===== src/hw/dtm_cfg.svh =====
// Offsets, field positions, reset values and timing for the door travel monitor.
// Assumes inclusion by bare name from the top module and the testbench.
`ifndef DTM_CFG_SVH
`define DTM_CFG_SVH
`define DTM_CLK_NS 8
`define DTM_TICK_NS 1000000
`define DTM_END_MM 16'h0005
`define DTM_PEAK_MM 16'h000A
`define DTM_FORCE_BASE 16'h0096
`define DTM_FORCE_MAX 16'h00E6
`define DTM_FORCE_STEP 16'h000A
`define DTM_CWT_MAX 4'h8
`define DTM_ATT_RST 4'h3
`define DTM_TAU_MIN 5'h15
`define DTM_TAU_MAX 5'h16
`define DTM_WIDTH_RST 16'h0320
`define DTM_SLOW_RST 8'h28
`define DTM_A_GEOM 8'h00
`define DTM_A_SLOW 8'h04
`define DTM_A_TAU 8'h08
`define DTM_A_CWT 8'h0C
`define DTM_A_FORCE 8'h10
`define DTM_A_ATT 8'h14
`define DTM_A_PERM 8'h18
`define DTM_A_STAT 8'h1C
`define DTM_A_MASK 8'h20
`define DTM_A_RES 8'h24
`define DTM_A_PEL 8'h4C
`define DTM_A_PMECH 8'h50
`define DTM_A_PDISS 8'h54
`define DTM_A_PMEAN 8'h58
`define DTM_NRES 10
`define DTM_ST_OPEN 0
`define DTM_ST_CLOSE 1
`define DTM_ST_OVL 2
`define DTM_FORCE_OFF_BIT 16
`endif


===== src/hw/dtm_pkg.sv =====
// Types shared by the door travel monitor.
// Assumes dtm_cfg.svh is on the include path.
package dtm_pkg;
   typedef enum logic [1:0] {DTM_IDLE, DTM_OPENING, DTM_CLOSING} dtm_travel_t;
endpackage : dtm_pkg


===== src/hw/dtm_door_travel_monitor.sv =====
// Door travel monitor: per-travel times, energies and peak currents,
// filtered motor dissipation, glass-door force and retry settings.
// Assumes position, current and power inputs synchronous to clk_i.
`include "dtm_cfg.svh"
`timescale 1ns/1ps
`default_nettype none
// Overview of operation
// - Time only uninterrupted normal-operation travels
// - Disqualified travel reports zero time
// - Time from 5 mm off end to 5 mm short
// - Four times: open, close, both without slow part
// - Four energies: open, close, slow start, slow end
// - Disqualified travel reports zero energy
// - Energy window 5 mm off end to 5 mm short
// - Peak current per direction, zero when disturbed
// - Opening peak window 5 mm to slow-10 mm
// - Closing peak window slow-5 mm to 5 mm
// - Continuous mean dissipation, zero after power-up
// - Mean filter time constant 2^21 to 2^22 ticks, about 0.6 to 1.2 hours
// - Mean above permissible flags motor overload
// - Instant input, mechanical, dissipation power on read
// - Counterweight 0-8 kg gives force 150 N plus 10m
// - Flag force outside 150 to 230 N inactive
// - Opening attempts configurable, default 3, zero stops
module dtm_door_travel_monitor #(
   parameter int TICK_CYC = `DTM_TICK_NS / `DTM_CLK_NS
) (
   input wire logic clk_i,
   input wire logic rst_i,
   input wire logic wb_cyc_i,
   input wire logic wb_stb_i,
   input wire logic wb_we_i,
   input wire logic [7:0] wb_adr_i,
   input wire logic [3:0] wb_sel_i,
   input wire logic [31:0] wb_dat_i,
   output logic [31:0] wb_dat_o,
   output logic wb_ack_o,
   input wire logic move_open_i,
   input wire logic move_close_i,
   input wire logic normal_op_i,
   input wire logic disturb_i,
   input wire logic [15:0] door_pos_i,
   input wire logic [15:0] motor_cur_i,
   input wire logic [15:0] p_elec_i,
   input wire logic [15:0] p_mech_i,
   output logic irq_o,
   output logic overload_o,
   output logic [15:0] open_force_o,
   output logic force_inactive_o,
   output logic [3:0] open_attempts_o,
   output logic stop_no_retry_o
);
   localparam logic [16:0] TICK_LAST = 17'(TICK_CYC - 1);

   // Inclusive window test on a position
   function automatic logic in_win(input logic [15:0] p, input logic [15:0] lo,
                                   input logic [15:0] hi);
      in_win = (p >= lo) && (p <= hi);
   endfunction : in_win

   function automatic logic [15:0] sub_sat(input logic [15:0] a, input logic [15:0] b);
      sub_sat = (a > b) ? a - b : 16'h0000;
   endfunction : sub_sat

   // Out-of-range weights are clamped so the derived force stays legal
   function automatic logic [3:0] clamp_cwt(input logic [3:0] kg);
      clamp_cwt = (kg > `DTM_CWT_MAX) ? `DTM_CWT_MAX : kg;
   endfunction : clamp_cwt

   logic [16:0] tick_cnt;
   logic tick;
   logic [15:0] door_width;
   logic [7:0] slow_start;
   logic [7:0] slow_end;
   logic [1:0] tau_sel;
   logic [3:0] cwt;
   logic [15:0] perm_diss;
   logic [2:0] status;
   logic [2:0] mask;
   dtm_pkg::dtm_travel_t travel;
   logic valid;
   logic reached;
   logic [31:0] acc [`DTM_NRES];
   logic [31:0] res [`DTM_NRES];
   logic [39:0] mean_acc;
   logic [15:0] mean_diss;
   logic [15:0] p_diss;
   logic [4:0] tau_k;
   logic [`DTM_NRES-1:0] win;
   logic [15:0] ss16;
   logic [15:0] se16;
   logic full_open;
   logic full_close;
   logic at_end;
   logic done_open;
   logic done_close;
   logic bus_req;
   logic bus_wr;
   logic [31:0] rd_mux;
   logic [7:0] res_off;
   logic [4:0] tau_sum;
   logic commit_ok;
   logic [2:0] event_hit;

   assign ss16 = {8'h00, slow_start};
   assign se16 = {8'h00, slow_end};
   // Dissipation saturates at zero when the motor feeds power back
   assign p_diss = sub_sat(p_elec_i, p_mech_i);
   // Refused while ack stands, so a held strobe is answered at most every other cycle
   assign bus_req = wb_cyc_i && wb_stb_i && !wb_ack_o;
   assign bus_wr = bus_req && wb_we_i && wb_sel_i[0];
   assign res_off = wb_adr_i - `DTM_A_RES;

   // Coarse tick keeps accumulators narrow; times and energies are in ms units
   always_ff @(posedge clk_i) begin
      if (rst_i || tick_cnt == TICK_LAST) begin
         tick_cnt <= 17'h00000;
      end else begin
         tick_cnt <= tick_cnt + 17'h00001;
      end
      tick <= !rst_i && (tick_cnt == TICK_LAST);
   end

   // Measurement windows, position 0 is the closed end
   always_comb begin
      full_open = in_win(door_pos_i, `DTM_END_MM, sub_sat(door_width, `DTM_END_MM));
      full_close = full_open;
      win[0] = full_open;
      win[1] = full_close;
      win[2] = full_open && door_pos_i >= ss16;
      win[3] = full_close && door_pos_i >= se16;
      win[4] = full_open;
      win[5] = full_close;
      win[6] = full_open && door_pos_i < ss16;
      win[7] = full_close && door_pos_i < se16;
      win[8] = in_win(door_pos_i, `DTM_END_MM, sub_sat(ss16, `DTM_PEAK_MM));
      win[9] = in_win(door_pos_i, `DTM_END_MM, sub_sat(se16, `DTM_END_MM));
      if (travel == dtm_pkg::DTM_OPENING) begin
         at_end = door_pos_i >= sub_sat(door_width, `DTM_END_MM);
      end else begin
         at_end = door_pos_i <= `DTM_END_MM;
      end
   end

   assign done_open = (travel == dtm_pkg::DTM_OPENING) && !move_open_i;
   assign done_close = (travel == dtm_pkg::DTM_CLOSING) && !move_close_i;
   // A travel that never came near its end stop is not a measurement
   assign commit_ok = valid && (reached || at_end);

   // Travel tracking; a travel counts only if never disturbed and it reached the end
   always_ff @(posedge clk_i) begin
      if (rst_i) begin
         travel <= dtm_pkg::DTM_IDLE;
         valid <= 1'b0;
         reached <= 1'b0;
      end else begin
         unique case (travel)
            dtm_pkg::DTM_IDLE: begin
               valid <= normal_op_i && !disturb_i;
               reached <= 1'b0;
               if (move_open_i) begin
                  travel <= dtm_pkg::DTM_OPENING;
               end else if (move_close_i) begin
                  travel <= dtm_pkg::DTM_CLOSING;
               end
            end
            dtm_pkg::DTM_OPENING, dtm_pkg::DTM_CLOSING: begin
               if (disturb_i || !normal_op_i) begin
                  valid <= 1'b0;
               end
               if (at_end) begin
                  reached <= 1'b1;
               end
               if (done_open || done_close) begin
                  travel <= dtm_pkg::DTM_IDLE;
               end
            end
            default: begin
               travel <= dtm_pkg::DTM_IDLE;
               valid <= 1'b0;
            end
         endcase
      end
   end

   // One accumulator and one held result per measurement
   // Even index belongs to opening, odd index to closing
   for (genvar g = 0; g < `DTM_NRES; g++) begin : g_res
      localparam bit OPEN_DIR = (g % 2 == 0);
      logic dir_hit;
      logic dir_done;
      assign dir_hit = win[g] && (OPEN_DIR ? (travel == dtm_pkg::DTM_OPENING) :
                                             (travel == dtm_pkg::DTM_CLOSING));
      assign dir_done = OPEN_DIR ? done_open : done_close;
      // Cleared in idle, so a result never mixes two travels
      always_ff @(posedge clk_i) begin
         if (rst_i || travel == dtm_pkg::DTM_IDLE) begin
            acc[g] <= 32'h00000000;
         end else if (dir_hit) begin
            if (g >= 8) begin
               if ({16'h0000, motor_cur_i} > acc[g]) begin
                  acc[g] <= {16'h0000, motor_cur_i};
               end
            end else if (g < 4) begin
               if (tick) begin
                  acc[g] <= acc[g] + 32'h00000001;
               end
            end else if (tick) begin
               acc[g] <= acc[g] + {16'h0000, p_mech_i};
            end
         end
      end
      // Commit at travel end; results stay until the next travel of that direction
      always_ff @(posedge clk_i) begin
         if (rst_i) begin
            res[g] <= 32'h00000000;
         end else if (dir_done) begin
            res[g] <= commit_ok ? acc[g] : 32'h00000000;
         end
      end
   end

   // Exponential mean of dissipation; reset is the power-up that clears it
   // Clamp keeps every selection inside the permitted time constant span
   assign tau_sum = `DTM_TAU_MIN + {3'b000, tau_sel};
   assign tau_k = (tau_sum > `DTM_TAU_MAX) ? `DTM_TAU_MAX : tau_sum;
   always_ff @(posedge clk_i) begin
      if (rst_i) begin
         mean_acc <= 40'h0000000000;
      end else if (tick) begin
         mean_acc <= mean_acc - (mean_acc >> tau_k) + {24'h000000, p_diss};
      end
   end
   assign mean_diss = 16'(mean_acc >> tau_k);

   // Configuration registers
   always_ff @(posedge clk_i) begin
      if (rst_i) begin
         door_width <= `DTM_WIDTH_RST;
         slow_start <= `DTM_SLOW_RST;
         slow_end <= `DTM_SLOW_RST;
         tau_sel <= 2'h0;
         cwt <= 4'h0;
         open_force_o <= `DTM_FORCE_BASE;
         open_attempts_o <= `DTM_ATT_RST;
         perm_diss <= 16'hFFFF;
         mask <= 3'h0;
      end else if (bus_wr) begin
         unique case (wb_adr_i)
            `DTM_A_GEOM: door_width <= wb_dat_i[15:0];
            `DTM_A_SLOW: begin
               slow_start <= wb_dat_i[7:0];
               slow_end <= wb_dat_i[15:8];
            end
            `DTM_A_TAU: tau_sel <= wb_dat_i[1:0];
            `DTM_A_CWT: begin
               cwt <= clamp_cwt(wb_dat_i[3:0]);
               open_force_o <= `DTM_FORCE_BASE +
                  `DTM_FORCE_STEP * {12'h000, clamp_cwt(wb_dat_i[3:0])};
            end
            `DTM_A_FORCE: open_force_o <= wb_dat_i[15:0];
            `DTM_A_ATT: open_attempts_o <= wb_dat_i[3:0];
            `DTM_A_PERM: perm_diss <= wb_dat_i[15:0];
            `DTM_A_MASK: mask <= wb_dat_i[2:0];
            default: ;
         endcase
      end
   end

   // Event sources, one per status bit
   assign event_hit[`DTM_ST_OPEN] = done_open;
   assign event_hit[`DTM_ST_CLOSE] = done_close;
   assign event_hit[`DTM_ST_OVL] = mean_diss > perm_diss;

   // Sticky events; a new event in the clearing cycle wins
   always_ff @(posedge clk_i) begin
      if (rst_i) begin
         status <= 3'h0;
      end else begin
         for (int b = 0; b < 3; b++) begin
            if (event_hit[b]) begin
               status[b] <= 1'b1;
            end else if (bus_wr && wb_adr_i == `DTM_A_STAT && wb_dat_i[b]) begin
               status[b] <= 1'b0;
            end
         end
      end
   end

   // Flags are registered so every output comes from a flip-flop
   always_ff @(posedge clk_i) begin
      if (rst_i) begin
         irq_o <= 1'b0;
         overload_o <= 1'b0;
         force_inactive_o <= 1'b0;
         stop_no_retry_o <= 1'b0;
      end else begin
         irq_o <= |(status & mask);
         overload_o <= mean_diss > perm_diss;
         force_inactive_o <= open_force_o < `DTM_FORCE_BASE ||
                             open_force_o > `DTM_FORCE_MAX;
         stop_no_retry_o <= open_attempts_o == 4'h0;
      end
   end

   // Read mux; instantaneous powers are sampled at the access itself
   // Unmapped addresses read as zero and are still answered
   always_comb begin
      rd_mux = 32'h00000000;
      if (wb_adr_i >= `DTM_A_RES && wb_adr_i < `DTM_A_PEL && wb_adr_i[1:0] == 2'b00) begin
         rd_mux = res[res_off[5:2]];
      end else begin
         unique case (wb_adr_i)
            `DTM_A_GEOM: rd_mux = {16'h0000, door_width};
            `DTM_A_SLOW: rd_mux = {16'h0000, slow_end, slow_start};
            `DTM_A_TAU: rd_mux = {30'h00000000, tau_sel};
            `DTM_A_CWT: rd_mux = {28'h0000000, cwt};
            `DTM_A_FORCE: rd_mux = {15'h0000, force_inactive_o, open_force_o};
            `DTM_A_ATT: rd_mux = {28'h0000000, open_attempts_o};
            `DTM_A_PERM: rd_mux = {16'h0000, perm_diss};
            `DTM_A_STAT: rd_mux = {29'h00000000, status};
            `DTM_A_MASK: rd_mux = {29'h00000000, mask};
            `DTM_A_PEL: rd_mux = {16'h0000, p_elec_i};
            `DTM_A_PMECH: rd_mux = {16'h0000, p_mech_i};
            `DTM_A_PDISS: rd_mux = {16'h0000, p_diss};
            `DTM_A_PMEAN: rd_mux = {16'h0000, mean_diss};
            default: rd_mux = 32'h00000000;
         endcase
      end
   end

   // Single-cycle slave: ack one edge after the request, dropped the next cycle
   always_ff @(posedge clk_i) begin
      if (rst_i) begin
         wb_ack_o <= 1'b0;
         wb_dat_o <= 32'h00000000;
      end else begin
         wb_ack_o <= bus_req;
         wb_dat_o <= bus_req ? rd_mux : 32'h00000000;
      end
   end
endmodule : dtm_door_travel_monitor
`default_nettype wire


===== config.mk =====
export PLATFORM = sky130hd
export DESIGN_NAME = dtm_door_travel_monitor
export DESIGN_NICKNAME = d
export VERILOG_FILES = /design/src/hw/dtm_pkg.sv /design/src/hw/dtm_door_travel_monitor.sv
export VERILOG_INCLUDE_DIRS = /design/src /design/src/hw
export SDC_FILE = /design/constraint.sdc
export NUM_CORES = 2
export LEC_CHECK = 0
export BUFFER_PORTS_ARGS = -buffer_cell sky130_fd_sc_hd__buf_2
export CAP_MARGIN = 10
export CORE_MARGIN = 8
export CORE_UTILIZATION = 45
export DETAILED_ROUTE_END_ITERATION = 10
export GPL_TIMING_DRIVEN = 0
export SETUP_SLACK_MARGIN = 0.15
export SYNTH_ARGS = -nofsm -noshare
export SYNTH_HDL_FRONTEND = slang
export SYNTH_SLANG_ARGS = --single-unit

===== constraint.sdc =====
create_clock -name clk_i -period 10.2 [get_ports clk_i]
set_clock_uncertainty 0.15 [all_clocks]
set_input_delay 1.02 -clock clk_i [delete_from_list [all_inputs] [get_ports clk_i]]
set_output_delay 1.02 -clock clk_i [all_outputs]
set_load 0.1 [all_outputs]

# --- Word-level counts from Yosys, hierarchy flattened ---
# Memory sizes are Yosys's and may differ from the RTL's.
# Cells that the tools add are included.
# W data, S select, Z words.
classes:
  n_mul: 1
  n_addsub: 18
  magnitude_cmp: 23
  n_shift: 1
  n_reduce_logical: 64
  eq_ne: 19
  bitwise: 22
  muxes: 91
op_table:
  columns: ["op", "n"]
  rows:
  - ["$mux W32", 31]
  - ["$pmux W17 S13", 1]
  - ["$add A32 B1 Y32 const B", 4]
  - ["$add A32 B16 Y32", 4]
  - ["$gt A16 B32 Y1", 2]
  - ["$mux W16", 4]
  - ["$le A16 B16 Y1", 3]
  - ["$mux W1", 46]
  - ["$add A40 B16 Y40", 1]
  - ["$shr A40 B5 Y40", 1]
  - ["$sub A40 B40 Y40", 1]
  - ["$eq A8 B5 Y1 const B", 4]
  - ["$eq A8 B7 Y1 const B", 4]
  - ["$ge A16 B8 Y1", 2]
  - ["$gt A16 B16 Y1", 2]
  - ["$lt A16 B8 Y1", 2]
  - ["$pmux W16 S2", 1]
  - ["$logic_and A1 B1 Y1", 30]
  - ["$or A1 B1 Y1", 20]
  - ["$reduce_and A2 Y1", 10]
  - ["$add A17 B1 Y17 const B", 1]
  - ["$eq A17 B17 Y1 const B", 1]
  - ["$eq A8 B4 Y1 const B", 2]
  - ["$ge A16 B16 Y1", 1]
  - ["40 further kinds", 61]
word_totals:
  ramBits: 640
  elab_cells: 265
  input_bits: 117
  output_inout_bits: 57
  regBits: 179
  mem_count: 2
mem_list:
  columns: ["memory", "words", "width", "rd", "rd_ports_with_merged_regs", "write_ports", "line_no", "source"]
  rows:
  - ["acc", 10, 32, 10, 0, 10, "dtm_door_travel_monitor.sv:83", "logic [31:0] acc [`DTM_NRES];"]
  - ["res", 10, 32, 1, 0, 10, "dtm_door_travel_monitor.sv:84", "logic [31:0] res [`DTM_NRES];"]

# --- Depth between registers and ports, before layout ---
depth:
  ltp_word: 10
  ltp_mapped: 29
  depth_no_buf: 27

# --- Worst setup path before layout ---
# OpenSTA, ideal clock, no wires.
synth_path:
  kind: "in2reg"
  startpoint: "input port p_elec_i[0]"
  endpoint: "register mean_acc[38]"
  path_buffers: 2
  setup_time_ns: 0.123
  path_stages: 29
  t_arrival_ns: 5.742
  setup_slack_ns: 4.185
  required_time_ns: 9.927
  path_cell_list: "inv_1 -> ha_1 -> fa_1 -> nor2b_1 -> o21ai_1 -> a21oi_1 -> o21ai_1 -> a21oi_1 -> a211oi_1 -> o21ai_1 -> o221a_2 -> buf_2 -> buf_4 -> nand2_1 -> ha_1 -> inv_1 -> ha_1 -> inv_1 -> fa_1 -> and2b_1 -> nor3_1 -> o21a_1 -> o21ai_2 -> a2111oi_1 -> or4_4 -> a21oi_2 -> a211oi_2 -> xor2_1 -> o21ai_1"
synth_between:
  elab_chain_cells: 3
  elab_cells_between_ends: 4
  cone_classes: "2 x add/sub; 1 x order compare; 1 x mux"
synth_rtl:
  columns: ["element", "line_no", "source"]
  rows:
  - ["start: declaration", "dtm_door_travel_monitor.sv:44", "input wire logic [15:0] p_elec_i,"]
  - ["$sub A16 B16 Y16 or $gt A16 B16 Y1 (tied branches)", "dtm_door_travel_monitor.sv:62", "sub_sat = (a > b) ? a - b : 16'h0000;"]
  - ["$mux W16 (*)", "dtm_door_travel_monitor.sv:62", null]
  - ["$add A40 B16 Y40 (*)", "dtm_door_travel_monitor.sv:231", "mean_acc <= mean_acc - (mean_acc >> tau_k) + {24'h000000, p_diss};"]
  - ["end signal: assignment", "dtm_door_travel_monitor.sv:231", null]
  - ["end: declaration", "dtm_door_travel_monitor.sv:85", "logic [39:0] mean_acc;"]
# Mark *: on every way between the ends. The rest lies on a longest branch, timed or not.
# A chain may end at the register's enable or synchronous reset.

# --- Worst setup path after layout ---
layout_path:
  startpoint: "input port p_mech_i[0]"
  endpoint: "register mean_acc[39]"
layout_between:
  elab_chain_cells: 3
  elab_cells_between_ends: 4
  cone_classes: "2 x add/sub; 1 x order compare; 1 x mux"
layout_rtl:
  columns: ["element", "line_no", "source"]
  rows:
  - ["start: declaration", "dtm_door_travel_monitor.sv:45", "input wire logic [15:0] p_mech_i,"]
  - ["$sub A16 B16 Y16 or $gt A16 B16 Y1 (tied branches)", "dtm_door_travel_monitor.sv:62", null]
  - ["$mux W16 (*)", "dtm_door_travel_monitor.sv:62", null]
  - ["$add A40 B16 Y40 (*)", "dtm_door_travel_monitor.sv:231", null]
# Marked as above.

==> qor.csv <==
stage,metric,value,unit
status,status,completed,
synth,synth_edf_count,576,
setup_path,arrival,7.12,ns
synth,ys_ff_latch,755,
power,p_clk_share,35.3,%
power,p_sw,0.00259,W
floorplanning,die_h,326,µm
routing,drt_pre_antenna_iters,8,
power,power,0.00868,W
grt,grt_pass1_wl,196000,µm
synth,yosys.area.top_type,edfxtp_1,
timing,fin_setup_tns,0,ns
timing,tightest_slew,1.25,ns
power,power_frac_comb,18.5,%
min_path,hold_class,register to register,
routing,drcViolationCount,0,
placed_design,portBuffers,149,
routing,wl,132000,µm
power,intPower,0.00610,W
floorplanning,initial_utilization,45.5,%
synth,synthTopCellsByArea,"edfxtp_1 40%, dfxtp_1 8.3%, ha_1 7.5%",
placed_design,gp_congestion,0.967,
setup_path,slowest_delay,0.50,ns
floorplanning,io_pins,174,
finish,fin_nets,4818,
power,sequentialPowerShare,46.2,%
clock_tree,cts_sinks,755,
synth,yosys_warnings,0,
synth,yosysUniqueCellTypes,100,
finish,fillCellCount,8589,
timing,slew_viol_final,0,
routing,initialDrtViolationCount,2955,
grt,antenna_found_initial,3,
floorplanning,dieArea,0.106,mm²
routing,wl_per_cell,22.9,µm
synth,yosys.area.top_type_share,40.0,%
grt,overflow,0,
finish,final_common_cell,edfxtp_1,
power,vdd_drop_max,0.127,mV
grt,grt_pass1_vias,31800,
setup_path,critical_path_class,primary input to register,
timing,relSlewSlack,16.3,%
setup_path,cpMostUsedCell,o21ai_1,
clock_tree,cts_resized,0,
power,switching_share,29.8,%
synth,synthCells,4163,
floorplanning,coreArea,0.0952,mm²
timing,hold_viol_final,0,
synth,avgSynthCellArea,10.4,µm²
clock_tree,clk_path_buf_depth,3,
clock_tree,numCtsBuffers,86,
grt,track_usage,23.9,%
timing,finalSetupViolCount,0,
setup_path,cp_max_fo,10,
timing,rsz0062_at_grt,false,
timing,fmax,149,MHz
floorplanning,die_x,326,µm
synth,ys.flop_type,edfxtp_1,
routing,drt-vias-per-instance,5.70,
synth,postSynth.asyncResetShare,0,%
setup_path,crit_slowest_cell,fa_1,
grt,grt_max_degree,67,
finish,multi_input_area,0.0210,mm²
setup_path,cp.required,10.60,ns
clock_tree,cts_tree,yes,
placed_design,hpwl,99500,µm
finish,area_delta_synth_final,12.6,%
synth,syn-cell-area,0.0433,mm²
clock_tree,cts-root-buf,clkbuf_16,
finish,drive_above_1_share,9.76,%
synth,yosysSeqAreaShare,48.3,%
finish,final_cell_mix,"576 x edfxtp_1, 440 x nor2_1, 368 x nand2_1",
clock_tree,clkTransAtPathRegs,0.06,ns
clock_tree,hold_buffers,0,
routing,vias,32800,
power,p_per_area,178,mW/mm²
clock_tree,htreeDepth,3,
setup_path,end_kind,register,
timing,timing.final.crit_share,65.9,%
flow_run,cap_violations,0,
routing,antenna_left,0,
timing,period_minus_slack,6.72,ns
finish,seq_area,0.0209,mm²
clock_tree,post_cts_buffers,0,
setup_path,cp-start-kind,primary input,
clock_tree,clk_latency,0.67,ns
power,p_leak,19.0,nW
floorplanning,rows,113,
==> critical path, delay by kind of cell <==
kind	cells	cell delay, ns
mux	1	0.36
simple gates	2	0.26
fa+ha+maj	4	1.41
buf+inv	4	0.71
compound gates	15	3.31
==> per-stage QoR <==
stage | utilization (%) | instance area [µm²] | setup WS (ns) | hold slack (ns) | cells
after detailed placement | 48.3 | 46000 | 2.91 | 0.288 | 5595
final | 51.2 | 48700 | 3.48 | 0.297 | 5756
after global placement | 47.9 | 45600 | 1.09 | 0.281 | 5580
after CTS | 51.2 | 48700 | 3.58 | 0.300 | 5752
after global routing | 51.2 | 48700 | 3.11 | 0.325 | 5753
after floorplan | - | 43300 | 4.18 | 0.268 | 4166
==> logic make-up (layout without fill, tap and decap cells) <==
family / Yosys count / after routing / share of synthesized area (%)
AOI/OAI and AO/OA: 684 / 684 / 10.5
xor gates and xnor gates: 297 / 297 / 6.01
adders and majority gates: 282 / 282 / 8.52
buffers and inverters: 383 / 705 / 3.42
DFF: 755 / 755 / 48.3
muxes: 117 / 117 / 4.57
other: 1 / 7 / 0.00867
and+or+nand+nor: 1644 / 1644 / 18.7
==> cells in the mapped netlist, drive strengths merged (7+ instances only) <==
library cell,number
edfxtp,576
nor2,441
nand2,372
and2,264
ha,261
inv,212
a21oi,194
dfxtp,179
xor2,160
o21ai,142
xnor2,137
clkbuf,134
nand3,127
nor3,104
and3,89
a21o,73
nand4,70
mux4,64
nor2b,53
mux2i,47
a22oi,37
buf,36
o211ai,35
nand2b,33
a211oi,29
o21a,28
a31oi,27
or3,23
fa,21
a222oi,17
nor4,15
and4,14
o21bai,14
nor3b,11
o22ai,10
or2,10
or4,9
a211o,8
a22o,8
a21boi,7
a221oi,7
a311oi,7
==> area by class of cell <==
type | count | area share (%)
clock buffers | 119 | 4.96
clock inverters | 38 | 0.709
repair buffers | 165 | 2.10
well taps | 1265 | 3.25
inverters | 213 | 1.64
diodes | 3 | 0.0154
plain buffers | 170 | 1.40
flip-flops and latches | 755 | 42.8
multi-input cells | 3028 | 43.1
==> registers in the layout (all words and copies together) (netlist names), 3 cells and up <==
| register | count |
|---|---|
| mask | 3 |
| perm_diss | 16 |
| open_force_o | 16 |
| acc | 288 |
| slow_start | 8 |
| res | 288 |
| tick_cnt | 17 |
| cwt | 4 |
| door_width | 16 |
| slow_end | 8 |
| mean_acc | 40 |
| open_attempts_o | 4 |
| status | 3 |
| wb_dat_o | 32 |
==> path summary, 6_finish.rpt <==
path                                            startpoint                   endpoint  slack [ns]  depth (start not counted)
worst max register to register  door_width[3]$_SDFFE_PP0P_   acc[4][29]$_SDFFCE_PN0P_        4.38                         16
worst max-delay path                           p_mech_i[0]  mean_acc[39]$_SDFFE_PP0P_        3.48                         26
worst min-delay path                tick_cnt[0]$_SDFF_PP0_     tick_cnt[0]$_SDFF_PP0_        0.30                          1
worst min register to register      tick_cnt[0]$_SDFF_PP0_     tick_cnt[0]$_SDFF_PP0_        0.30                          1
==> power groups by stage <==
stage | logic, W | registers [W] | clock network [W]
after floorplan | 0.00111 | 0.00400 | 0
after global placement | 0.00152 | 0.00412 | 0
after detailed placement | 0.00159 | 0.00407 | 0
after CTS | 0.00160 | 0.00401 | 0.00311
after global routing | 0.00176 | 0.00405 | 0.00322
final | 0.00161 | 0.00401 | 0.00307
==> routing by layer <==
| layer | global-route usage, % | part of all wire (%) | vias to the layer above |
|---|---|---|---|
| li1 | - | - | 15500 |
| met1 | 31.5 | 43 | 15900 |
| met2 | 38.7 | 46 | 1161 |
| met3 | 4.00 | 6.2 | 309 |
| met4 | 10.9 | 5.2 | 2 |
| met5 | 0 | 0.0099 | - |
(Power assumes the default switching activity.)
